## src/hw/ric_defs.vh

```
// Constants for the reset and interrupt control block.
// Assumes an 11-bit CPU address space and 8-bit CPU data.
`ifndef RIC_DEFS_VH
`define RIC_DEFS_VH

// Register byte addresses on APB
`define RIC_ADDR_WDOG      12'h7f0
`define RIC_ADDR_STATUS    12'h7f4
`define RIC_ADDR_CONTROL   12'h7f8

// Field positions
`define RIC_WDOG_CLEAR_BIT 0
`define RIC_CTL_EXT_EN_BIT 0
`define RIC_CCR_MASK_BIT   3

// Reset values and stack page
`define RIC_CTL_RESET      1'b1
`define RIC_SP_RESET       8'hff
`define RIC_SP_PAGE        3'h0

// Vector pairs, high byte first
`define RIC_VEC_RESET      11'h7fe
`define RIC_VEC_SOFT       11'h7fc
`define RIC_VEC_EXT        11'h7fa
`define RIC_VEC_TIMER      11'h7f8

// Legal opcode fetch ranges
`define RIC_RAM_LO         11'h0c0
`define RIC_RAM_HI         11'h0ff
`define RIC_ROM_LO         11'h300
`define RIC_ROM_HI         11'h7ff

// Power-up stabilisation, in internal cycles
`define RIC_STAB_CYCLES    12'd4064

// Stack byte count per entry
`define RIC_STACK_BYTES    3'd5

`endif

```

## src/hw/ric_top.v

```verilog
// Reset merging, external interrupt latching, timer request gating and the CPU entry/return sequencer.
// Assumes a CPU on I_CLK_SYS that halts while O_CPU_HOLD is high and memory that
// returns read data one cycle after O_MEM_RD.
`include "ric_defs.vh"

module ric_top
(
  // Clock and reset
  input  wire        I_CLK_SYS,
  input  wire        I_RST,
  // Pins and option straps
  input  wire        I_RESET_PIN_N,
  input  wire        I_IRQ_PIN_N,
  input  wire [3:0]  I_PORT_LOW_NIBBLE_PINS,
  input  wire        I_PORT_IRQ_PIN_OPTION,
  input  wire        I_LEVEL_SENSE_OPTION,
  // Peripheral events
  input  wire        I_WDOG_TIMEOUT,
  input  wire        I_PERIODIC_TICK_FLAG,
  input  wire        I_PERIODIC_TICK_ENABLE,
  input  wire        I_COUNTER_WRAP_FLAG,
  input  wire        I_COUNTER_WRAP_ENABLE,
  // CPU status
  input  wire        I_INSTR_DONE,
  input  wire        I_SOFT_TRAP,
  input  wire        I_RETURN_FROM_HANDLER,
  input  wire        I_MASK_SET,
  input  wire        I_MASK_CLEAR,
  input  wire        I_FETCH,
  input  wire [10:0] I_FETCH_ADDR,
  input  wire [10:0] I_PC,
  input  wire [7:0]  I_INDEX,
  input  wire [7:0]  I_ACC,
  input  wire [7:0]  I_CCR,
  // CPU control
  output reg         O_CPU_RESET,
  output reg         O_CPU_HOLD,
  output reg         O_MASK,
  output reg         O_PC_LOAD,
  output reg  [10:0] O_PC,
  output reg         O_RESTORE_LOAD,
  output reg  [2:0]  O_RESTORE_SEL,
  output reg  [7:0]  O_RESTORE_DATA,
  output reg         O_WATCHDOG_CLEAR,
  // Memory port
  output reg         O_MEM_RD,
  output reg         O_MEM_WR,
  output reg  [10:0] O_MEM_ADDR,
  output reg  [7:0]  O_MEM_WDATA,
  input  wire [7:0]  I_MEM_RDATA,
  // APB
  input  wire        PSEL,
  input  wire        PENABLE,
  input  wire        PWRITE,
  input  wire [11:0] PADDR,
  input  wire [31:0] PWDATA,
  output reg  [31:0] PRDATA,
  output reg         PREADY,
  output reg         PSLVERR
);

  localparam [2:0] ST_RESET = 3'd0;
  localparam [2:0] ST_RUN   = 3'd1;
  localparam [2:0] ST_PUSH  = 3'd2;
  localparam [2:0] ST_VEC   = 3'd3;
  localparam [2:0] ST_PULL  = 3'd4;

  localparam [1:0] SRC_SOFT  = 2'd0;
  localparam [1:0] SRC_EXT   = 2'd1;
  localparam [1:0] SRC_TIMER = 2'd2;

  function legal_fetch;
    input [10:0] addr;
    begin
      legal_fetch = ((addr >= `RIC_RAM_LO) && (addr <= `RIC_RAM_HI)) ||
                    ((addr >= `RIC_ROM_LO) && (addr <= `RIC_ROM_HI));
    end
  endfunction

  function [10:0] stack_addr;
    input [7:0] sp_val;
    begin
      stack_addr = {`RIC_SP_PAGE, sp_val};
    end
  endfunction

  // Pin synchronisers
  reg [1:0] rst_pin_sync;
  reg [1:0] irq_sync;
  reg [3:0] port_sync1;
  reg [3:0] port_sync2;
  reg [1:0] opt_sync1;
  reg [1:0] opt_sync2;
  reg       irq_prev;
  reg [3:0] port_prev;

  always @(posedge I_CLK_SYS or posedge I_RST)
  begin
    if (I_RST)
    begin
      rst_pin_sync <= 2'h3;
      irq_sync     <= 2'h3;
      port_sync1   <= 4'h0;
      port_sync2   <= 4'h0;
      opt_sync1    <= 2'h0;
      opt_sync2    <= 2'h0;
      irq_prev     <= 1'b1;
      port_prev    <= 4'h0;
    end
    else
    begin
      rst_pin_sync <= {rst_pin_sync[0], I_RESET_PIN_N};
      irq_sync     <= {irq_sync[0], I_IRQ_PIN_N};
      port_sync1   <= I_PORT_LOW_NIBBLE_PINS;
      port_sync2   <= port_sync1;
      opt_sync1    <= {I_PORT_IRQ_PIN_OPTION, I_LEVEL_SENSE_OPTION};
      opt_sync2    <= opt_sync1;
      irq_prev     <= irq_sync[1];
      port_prev    <= port_sync2;
    end
  end

  wire port_irq_pin_option = opt_sync2[1];
  wire level_sense         = opt_sync2[0];
  wire pin_reset           = ~rst_pin_sync[1];
  wire [3:0] port_used     = port_irq_pin_option ? 4'hf : 4'h0;
  wire irq_event = (irq_prev & ~irq_sync[1]) | (level_sense & ~irq_sync[1]);
  wire port_event = |(port_used & ((~port_prev & port_sync2) | ({4{level_sense}} & port_sync2)));

  // State
  reg [2:0]  state;
  reg [1:0]  src;
  reg [2:0]  step;
  reg [7:0]  sp;
  reg [11:0] stab_cnt;
  reg        event_reset;
  reg        wdog_hit;
  reg        fetch_hit;
  reg        ext_latch;
  reg        ext_request_enable;
  reg [3:0]  reset_cause;
  reg [10:0] vec_addr;
  reg [7:0]  vec_hi;

  wire timer_req = (I_PERIODIC_TICK_FLAG & I_PERIODIC_TICK_ENABLE) |
                   (I_COUNTER_WRAP_FLAG & I_COUNTER_WRAP_ENABLE);
  wire ext_req   = ext_latch & ext_request_enable;
  wire any_src   = pin_reset | event_reset;
  wire entry_clr = (state == ST_RUN) & I_INSTR_DONE & ~I_SOFT_TRAP & ext_req & ~O_MASK;

  // Watchdog or illegal fetch is a one-cycle event; register it so the
  // sequencer sees a clean request even if the source drops at once.
  always @(posedge I_CLK_SYS or posedge I_RST)
  begin
    if (I_RST)
    begin
      event_reset <= 1'b0;
      wdog_hit    <= 1'b0;
      fetch_hit   <= 1'b0;
    end
    else
    begin
      // Cause bits travel with the registered event, not the gone source
      event_reset <= I_WDOG_TIMEOUT | (I_FETCH & ~legal_fetch(I_FETCH_ADDR));
      wdog_hit    <= I_WDOG_TIMEOUT;
      fetch_hit   <= I_FETCH & ~legal_fetch(I_FETCH_ADDR);
    end
  end

  // External request latch; a new event beats the entry clear
  always @(posedge I_CLK_SYS or posedge I_RST)
  begin
    if (I_RST)
      ext_latch <= 1'b0;
    else if (state == ST_RESET)
      ext_latch <= 1'b0;
    else if (irq_event | port_event)
      ext_latch <= 1'b1;
    else if (entry_clr)
      ext_latch <= 1'b0;
  end

  // Sequencer
  always @(posedge I_CLK_SYS or posedge I_RST)
  begin
    if (I_RST)
    begin
      state            <= ST_RESET;
      src              <= SRC_SOFT;
      step             <= 3'd0;
      sp               <= `RIC_SP_RESET;
      stab_cnt         <= `RIC_STAB_CYCLES;
      vec_addr         <= `RIC_VEC_RESET;
      vec_hi           <= 8'h00;
      reset_cause      <= 4'h1;
      O_CPU_RESET      <= 1'b1;
      O_CPU_HOLD       <= 1'b1;
      O_MASK           <= 1'b1;
      O_PC_LOAD        <= 1'b0;
      O_PC             <= 11'h000;
      O_RESTORE_LOAD   <= 1'b0;
      O_RESTORE_SEL    <= 3'd0;
      O_RESTORE_DATA   <= 8'h00;
      O_MEM_RD         <= 1'b0;
      O_MEM_WR         <= 1'b0;
      O_MEM_ADDR       <= 11'h000;
      O_MEM_WDATA      <= 8'h00;
    end
    else
    begin
      O_PC_LOAD      <= 1'b0;
      O_RESTORE_LOAD <= 1'b0;
      O_MEM_RD       <= 1'b0;
      O_MEM_WR       <= 1'b0;
      if (any_src)
      begin
        // Abort whatever runs; hold until every source has gone
        state       <= ST_RESET;
        O_CPU_RESET <= 1'b1;
        O_CPU_HOLD  <= 1'b1;
        O_MASK      <= 1'b1;
        sp          <= `RIC_SP_RESET;
        reset_cause <= {fetch_hit, wdog_hit, pin_reset, 1'b0};
      end
      else
      begin
        case (state)
          ST_RESET:
          begin
            if (stab_cnt != 12'd0)
              stab_cnt <= stab_cnt - 12'd1;
            else
            begin
              // First edge with all sources clear and stab_cnt at zero starts the vector fetch
              state       <= ST_VEC;
              step        <= 3'd0;
              vec_addr    <= `RIC_VEC_RESET;
              O_CPU_RESET <= 1'b0;
            end
          end
          ST_RUN:
          begin
            if (I_MASK_SET)
              O_MASK <= 1'b1;
            else if (I_MASK_CLEAR)
              O_MASK <= 1'b0;
            if (I_INSTR_DONE)
            begin
              step <= 3'd0;
              if (I_SOFT_TRAP)
              begin
                state      <= ST_PUSH;
                src        <= SRC_SOFT;
                O_CPU_HOLD <= 1'b1;
              end
              else if (ext_req & ~O_MASK)
              begin
                state      <= ST_PUSH;
                src        <= SRC_EXT;
                O_CPU_HOLD <= 1'b1;
              end
              else if (timer_req & ~O_MASK)
              begin
                state      <= ST_PUSH;
                src        <= SRC_TIMER;
                O_CPU_HOLD <= 1'b1;
              end
              else if (I_RETURN_FROM_HANDLER)
              begin
                state      <= ST_PULL;
                O_CPU_HOLD <= 1'b1;
              end
            end
          end
          ST_PUSH:
          begin
            O_MEM_WR   <= 1'b1;
            O_MEM_ADDR <= stack_addr(sp);
            sp         <= sp - 8'd1;
            step       <= step + 3'd1;
            case (step)
              3'd0:    O_MEM_WDATA <= I_PC[7:0];
              3'd1:    O_MEM_WDATA <= {5'h00, I_PC[10:8]};
              3'd2:    O_MEM_WDATA <= I_INDEX;
              3'd3:    O_MEM_WDATA <= I_ACC;
              default: O_MEM_WDATA <= I_CCR;
            endcase
            if (step == `RIC_STACK_BYTES - 3'd1)
            begin
              // Mask goes up only once the condition codes are out
              O_MASK   <= 1'b1;
              state    <= ST_VEC;
              step     <= 3'd0;
              vec_addr <= (src == SRC_SOFT) ? `RIC_VEC_SOFT :
                          (src == SRC_EXT)  ? `RIC_VEC_EXT : `RIC_VEC_TIMER;
            end
          end
          ST_VEC:
          begin
            step <= step + 3'd1;
            if (step == 3'd0)
            begin
              O_MEM_RD   <= 1'b1;
              O_MEM_ADDR <= vec_addr;
            end
            else if (step == 3'd1)
            begin
              O_MEM_RD   <= 1'b1;
              O_MEM_ADDR <= vec_addr + 11'd1;
            end
            else if (step == 3'd2)
              vec_hi <= I_MEM_RDATA;
            else
            begin
              O_PC       <= {vec_hi[2:0], I_MEM_RDATA};
              O_PC_LOAD  <= 1'b1;
              O_CPU_HOLD <= 1'b0;
              state      <= ST_RUN;
            end
          end
          ST_PULL:
          begin
            // Reads issued in steps 0-4, data captured in steps 2-6
            step <= step + 3'd1;
            if (step < `RIC_STACK_BYTES)
            begin
              O_MEM_RD   <= 1'b1;
              O_MEM_ADDR <= stack_addr(sp + 8'd1);
              sp         <= sp + 8'd1;
            end
            if (step >= 3'd2)
            begin
              O_RESTORE_LOAD <= 1'b1;
              O_RESTORE_SEL  <= step - 3'd2;
              O_RESTORE_DATA <= I_MEM_RDATA;
              if (step == 3'd2)
                O_MASK <= I_MEM_RDATA[`RIC_CCR_MASK_BIT];
              if (step == 3'd6)
              begin
                O_CPU_HOLD <= 1'b0;
                state      <= ST_RUN;
              end
            end
          end
          default:
            state <= ST_RESET;
        endcase
      end
    end
  end

  // APB slave: one wait cycle, answer registered
  wire apb_access = PSEL & PENABLE;
  wire apb_done   = apb_access & PREADY;
  wire hit_wdog   = (PADDR == `RIC_ADDR_WDOG);
  wire hit_status = (PADDR == `RIC_ADDR_STATUS);
  wire hit_ctl    = (PADDR == `RIC_ADDR_CONTROL);

  always @(posedge I_CLK_SYS or posedge I_RST)
  begin
    if (I_RST)
    begin
      PREADY             <= 1'b0;
      PRDATA             <= 32'h00000000;
      PSLVERR            <= 1'b0;
      O_WATCHDOG_CLEAR   <= 1'b0;
      ext_request_enable <= `RIC_CTL_RESET;
    end
    else
    begin
      PREADY           <= apb_access & ~PREADY;
      O_WATCHDOG_CLEAR <= 1'b0;
      if (apb_access & ~PREADY)
      begin
        PSLVERR <= ~(hit_wdog | hit_status | hit_ctl) | (hit_status & PWRITE);
        if (~PWRITE & hit_status)
          PRDATA <= {22'h000000, state, reset_cause, ext_latch, O_MASK, timer_req};
        else if (~PWRITE & hit_ctl)
          PRDATA <= {31'h00000000, ext_request_enable};
        else
          PRDATA <= 32'h00000000;
      end
      else
      begin
        PSLVERR <= 1'b0;
        PRDATA  <= 32'h00000000;
      end
      if (apb_done & PWRITE & hit_wdog & ~PWDATA[`RIC_WDOG_CLEAR_BIT])
        O_WATCHDOG_CLEAR <= 1'b1;
      if (state == ST_RESET)
        ext_request_enable <= `RIC_CTL_RESET;
      else if (apb_done & PWRITE & hit_ctl)
        ext_request_enable <= PWDATA[`RIC_CTL_EXT_EN_BIT];
    end
  end

endmodule

```

## config.mk

```make
export PLATFORM = sky130hd
export DESIGN_NAME = ric_top
export DESIGN_NICKNAME = d
export VERILOG_FILES = /design/src/hw/ric_top.v
export VERILOG_INCLUDE_DIRS = /design/src /design/src/hw
export SDC_FILE = /design/constraint.sdc
export NUM_CORES = 1
export LEC_CHECK = 0
export BUFFER_PORTS_ARGS = -buffer_cell sky130_fd_sc_hd__buf_2
export CAP_MARGIN = 10
export CORE_ASPECT_RATIO = 0.6
export CORE_UTILIZATION = 34
export DETAILED_ROUTE_END_ITERATION = 10
export GPL_TIMING_DRIVEN = 0
export SKIP_CTS_REPAIR_TIMING = 1
export SKIP_LAST_GASP = 1
export SYNTH_ARGS = -nofsm -noshare
export SYNTH_HDL_FRONTEND = slang
export SYNTH_SLANG_ARGS = --single-unit
```

## constraint.sdc

```tcl
create_clock -name I_CLK_SYS -period 8.3 [get_ports I_CLK_SYS]
set_input_delay 0.83 -clock I_CLK_SYS [delete_from_list [all_inputs] [get_ports I_CLK_SYS]]
set_output_delay 0.83 -clock I_CLK_SYS [all_outputs]
set_load 0.02 [all_outputs]
```

==> results.json <==
{
  "run_status": "completed",
  "critPathBufInv": 3,
  "synth_xor_area_share_pct": 3.37,
  "drt-total-wl_um": 14300,
  "max-cap-violations": 0,
  "synthMostInstantiatedCell": "sky130_fd_sc_hd__dfrtp_1",
  "post_drt_via_cell_ratio": 4.81,
  "diodes": 0,
  "mappedNetlistArea_um2": 5710,
  "maximum_number_of_pins_on_one_net_before_global_route_repair": 69,
  "cts.reportedPaths.clkPinSlew_ns": 0.06,
  "seq_area_frac_synth_pct": 54.0,
  "final-setup-viol-count": 0,
  "syn_to_final_growth_pct": 30.0,
  "finalCritPeriodShare_pct": 32.6,
  "tightest_pin_transition_ns": 1.01,
  "yosys_warnings": 0,
  "htree_levels": 4,
  "critical_path.max_stage_delay_ns": 0.72,
  "finish.net_count": 863,
  "dr.first_iter.drc_count": 281,
  "floorplan.initialDensity_pct": 34.9,
  "synth_adder_area_share_pct": 2.41,
  "globalRouteOverflowTotal": 0,
  "timing.hold.worst_endpoint": "opt_sync2[1]",
  "path_delay_family": "simple AND/OR/NAND/NOR gates",
  "critical_path_peak_fanout": 10,
  "synthesis.area_per_instance_um2": 10.5,
  "clock_insertion_delay_worst_skew_ns": 0.41,
  "detailroute.via_count": 4674,
  "crit_path_top_delay_cell": "sky130_fd_sc_hd__nor3b_1",
  "placementRows": 36,
  "place.port_buffers": 145,
  "detail-route-antenna-nets": 0,
  "ys.flop_type": "sky130_fd_sc_hd__dfrtp_1",
  "fp.dieArea_um2": 17300,
  "synth-compound-area-share_pct": 10.7,
  "cts_sinks": 122,
  "crit_path_frequent_cell": "sky130_fd_sc_hd__clkbuf_1",
  "skew_ns": 0.0114,
  "max_freq_mhz": 369,
  "netlist.top_cell.by_area": "sky130_fd_sc_hd__dfrtp_1",
  "async_reset_ff_share_pct": 100,
  "floorplan.io_pins": 205,
  "power_density_nw_per_um2": 228,
  "detail_route.drc_violations": 0,
  "drt-pass1-iter-count": 6,
  "setup_crit_path_kind": "reg2reg",
  "cts-buffers-inserted": 17,
  "cp-end-kind": "register",
  "clockBufferDepth": 2,
  "finalHoldViolations": 0,
  "antenna_found_initial": 1,
  "dieWidth_um": 169,
  "startpoint_type": "register",
  "dp_slack_ns": 5.70,
  "tritoncts": "done",
  "ys_ff_latch": 122,
  "fp.dieH_um": 102,
  "worstPathCellList": "buf_2 > nor3b_1 > clkbuf_1 > nand3_1 > clkbuf_1 > o21ai_0",
  "arrival_ns": 3.02,
  "synth-edff-count": 0,
  "wire_per_inst_um": 14.7,
  "synth_top_family_by_area": "simple AND/OR/NAND/NOR gates",
  "grt_pass1_wl_um": 23400,
  "timing.hold.worst_path_depth": 0,
  "final_worst_setup_slack_ns": 5.59,
  "finalWeightedCongestion": 0.836,
  "power.ir.vdd_worst_v": 0.000125,
  "design.core.area_um2": 16400,
  "hold_path.startpoint": "opt_sync1[1]",
  "netlist_top_cells_count": "sky130_fd_sc_hd__dfrtp_1, sky130_fd_sc_hd__nand2_1, sky130_fd_sc_hd__nor2_1",
  "synthDistinctLibCells": 68,
  "rsz0062_at_grt": "false",
  "netlist.area_leader.share_pct": 41.6,
  "synth_mux_area_share_pct": 4.47,
  "worstRegToRegCells": 6,
  "grt_pass1_vias": 4586,
  "cellLeakagePower_nw": 3.56,
  "critical_path.reg2reg.startpoint": "state[0]",
  "synth.top_cells.by_area": "sky130_fd_sc_hd__dfrtp_1, sky130_fd_sc_hd__dfstp_2, sky130_fd_sc_hd__nand2_1, sky130_fd_sc_hd__buf_4, sky130_fd_sc_hd__mux2_2",
  "gr-usage-all-layers_pct": 17.4,
  "setup_total_negative_slack_ns": 0,
  "synthSimpleGateAreaFrac_pct": 18.2,
  "place.detailed.hpwl_um": 10700,
  "regToRegSetupSlack_ns": 5.59,
  "clk_root_buffer_cell": "sky130_fd_sc_hd__clkbuf_16",
  "holdCritPathClass": "reg2reg",
  "r2r_end": "O_RESTORE_SEL[1]",
  "layout_min_cycle_time_ns": 2.71,
  "synth_cells": 544,
  "critPathRequiredTime_ns": 8.61,
  "layout-drive-gt1-share_pct": 35.7,
  "worst_slew_margin_rel_pct": 32.2,
  "number_of_max_slew_violations_in_the_final_report": 0
}
## worst max path at each step
| stage | start | endpoint | cells after the start |
|---|---|---|---|
| 2_1_floorplan | I_RST | O_MEM_ADDR[0] | 1 |
| 3_3_place_gp | I_RST | O_MEM_ADDR[1] | 2 |
| 3_5_place_dp | state[0] | O_RESTORE_SEL[1] | 6 |
| 4_1_cts | state[0] | O_RESTORE_SEL[1] | 6 |
| 5_1_grt | state[0] | O_RESTORE_SEL[1] | 6 |
| 6_report | state[0] | O_RESTORE_SEL[1] | 6 |
## layout make-up
| class | count | area, um^2 |
|---|---|---|
| clock inverters | 15 | 165 |
| plain buffers | 48 | 295 |
| clock buffers | 17 | 425 |
| well taps | 228 | 285 |
| repair buffers | 146 | 753 |
| flip-flops and latches | 122 | 3090 |
| fillers | 1541 | 8920 |
| multi-input cells | 371 | 2320 |
| inverters | 24 | 95.1 |
## per-layer routing
metal / vias to the layer above / share of wire (%) / global-route usage (%)
li1: 2229 / - / -
met1: 2282 / 49 / 24.6
met2: 149 / 44 / 25.0
met3: 14 / 6.9 / 5.58
met4: 0 / 0.85 / 6.44
met5: - / 0 / 0
## power by group
group,switching (mW),internal [mW]
Sequential,0.0290,0.647
Combinational,0.177,0.107
Clock,0.288,0.447
## flip-flops by register name, summed over array words and instances (netlist names), 3 cells and up
name,count
reset_cause,4
O_MEM_ADDR,9
O_PC,11
O_RESTORE_SEL,3
port_sync2,4
PRDATA,10
O_MEM_WDATA,8
port_sync1,4
state,3
port_prev,4
sp,8
O_RESTORE_DATA,8
stab_cnt,12
vec_hi,3
step,3
## kinds of logic (layout without fill, tap and decap cells)
group / after synthesis / after routing
AOI/OAI and AO/OA: 91 / 91
xor gates and xnor gates: 22 / 22
adders and majority gates: 11 / 11
buffers and inverters: 72 / 250
DFF: 122 / 122
muxes: 23 / 23
other: 1 / 22
and+or+nand+nor: 202 / 202
## worst register-to-register path, stage by stage (launching register included)
cell,delay (ns)
sky130_fd_sc_hd__dfrtp_1,0.36
sky130_fd_sc_hd__buf_2,0.16
sky130_fd_sc_hd__nor3b_1,0.72
sky130_fd_sc_hd__clkbuf_1,0.51
sky130_fd_sc_hd__nand3_1,0.33
sky130_fd_sc_hd__clkbuf_1,0.31
sky130_fd_sc_hd__o21ai_0,0.23
## metrics by stage
stage | instance area (um^2) | std cells | hold slack, ns | power [mW] | utilization [%]
2_1_floorplan | 5790 | 565 | 0.331 | 0.865 | -
3_3_place_gp | 6800 | 938 | 0.335 | 0.960 | 41.6
3_5_place_dp | 6840 | 939 | 0.342 | 0.971 | 41.8
4_1_cts | 7430 | 971 | 0.357 | 1.71 | 45.4
5_1_grt | 7430 | 971 | 0.366 | 1.77 | 45.4
6_report | 7430 | 971 | 0.354 | 1.70 | 45.4
## layout by cell type (no fill, tap or decap), types with 11 or more instances in the layout
cell type	n
sky130_fd_sc_hd__a21oi_1	17
sky130_fd_sc_hd__and3_1	11
sky130_fd_sc_hd__buf_2	147
sky130_fd_sc_hd__buf_4	27
sky130_fd_sc_hd__clkbuf_1	18
sky130_fd_sc_hd__clkbuf_16	17
sky130_fd_sc_hd__conb_1	22
sky130_fd_sc_hd__dfrtp_1	95
sky130_fd_sc_hd__dfstp_2	27
sky130_fd_sc_hd__ha_1	11
sky130_fd_sc_hd__inv_1	22
sky130_fd_sc_hd__mux2_2	16
sky130_fd_sc_hd__nand2_1	68
sky130_fd_sc_hd__nand3_1	13
sky130_fd_sc_hd__nor2_1	34
sky130_fd_sc_hd__nor3_1	15
sky130_fd_sc_hd__o21ai_0	23
sky130_fd_sc_hd__xor2_1	12
(Power assumes the default switching activity.)
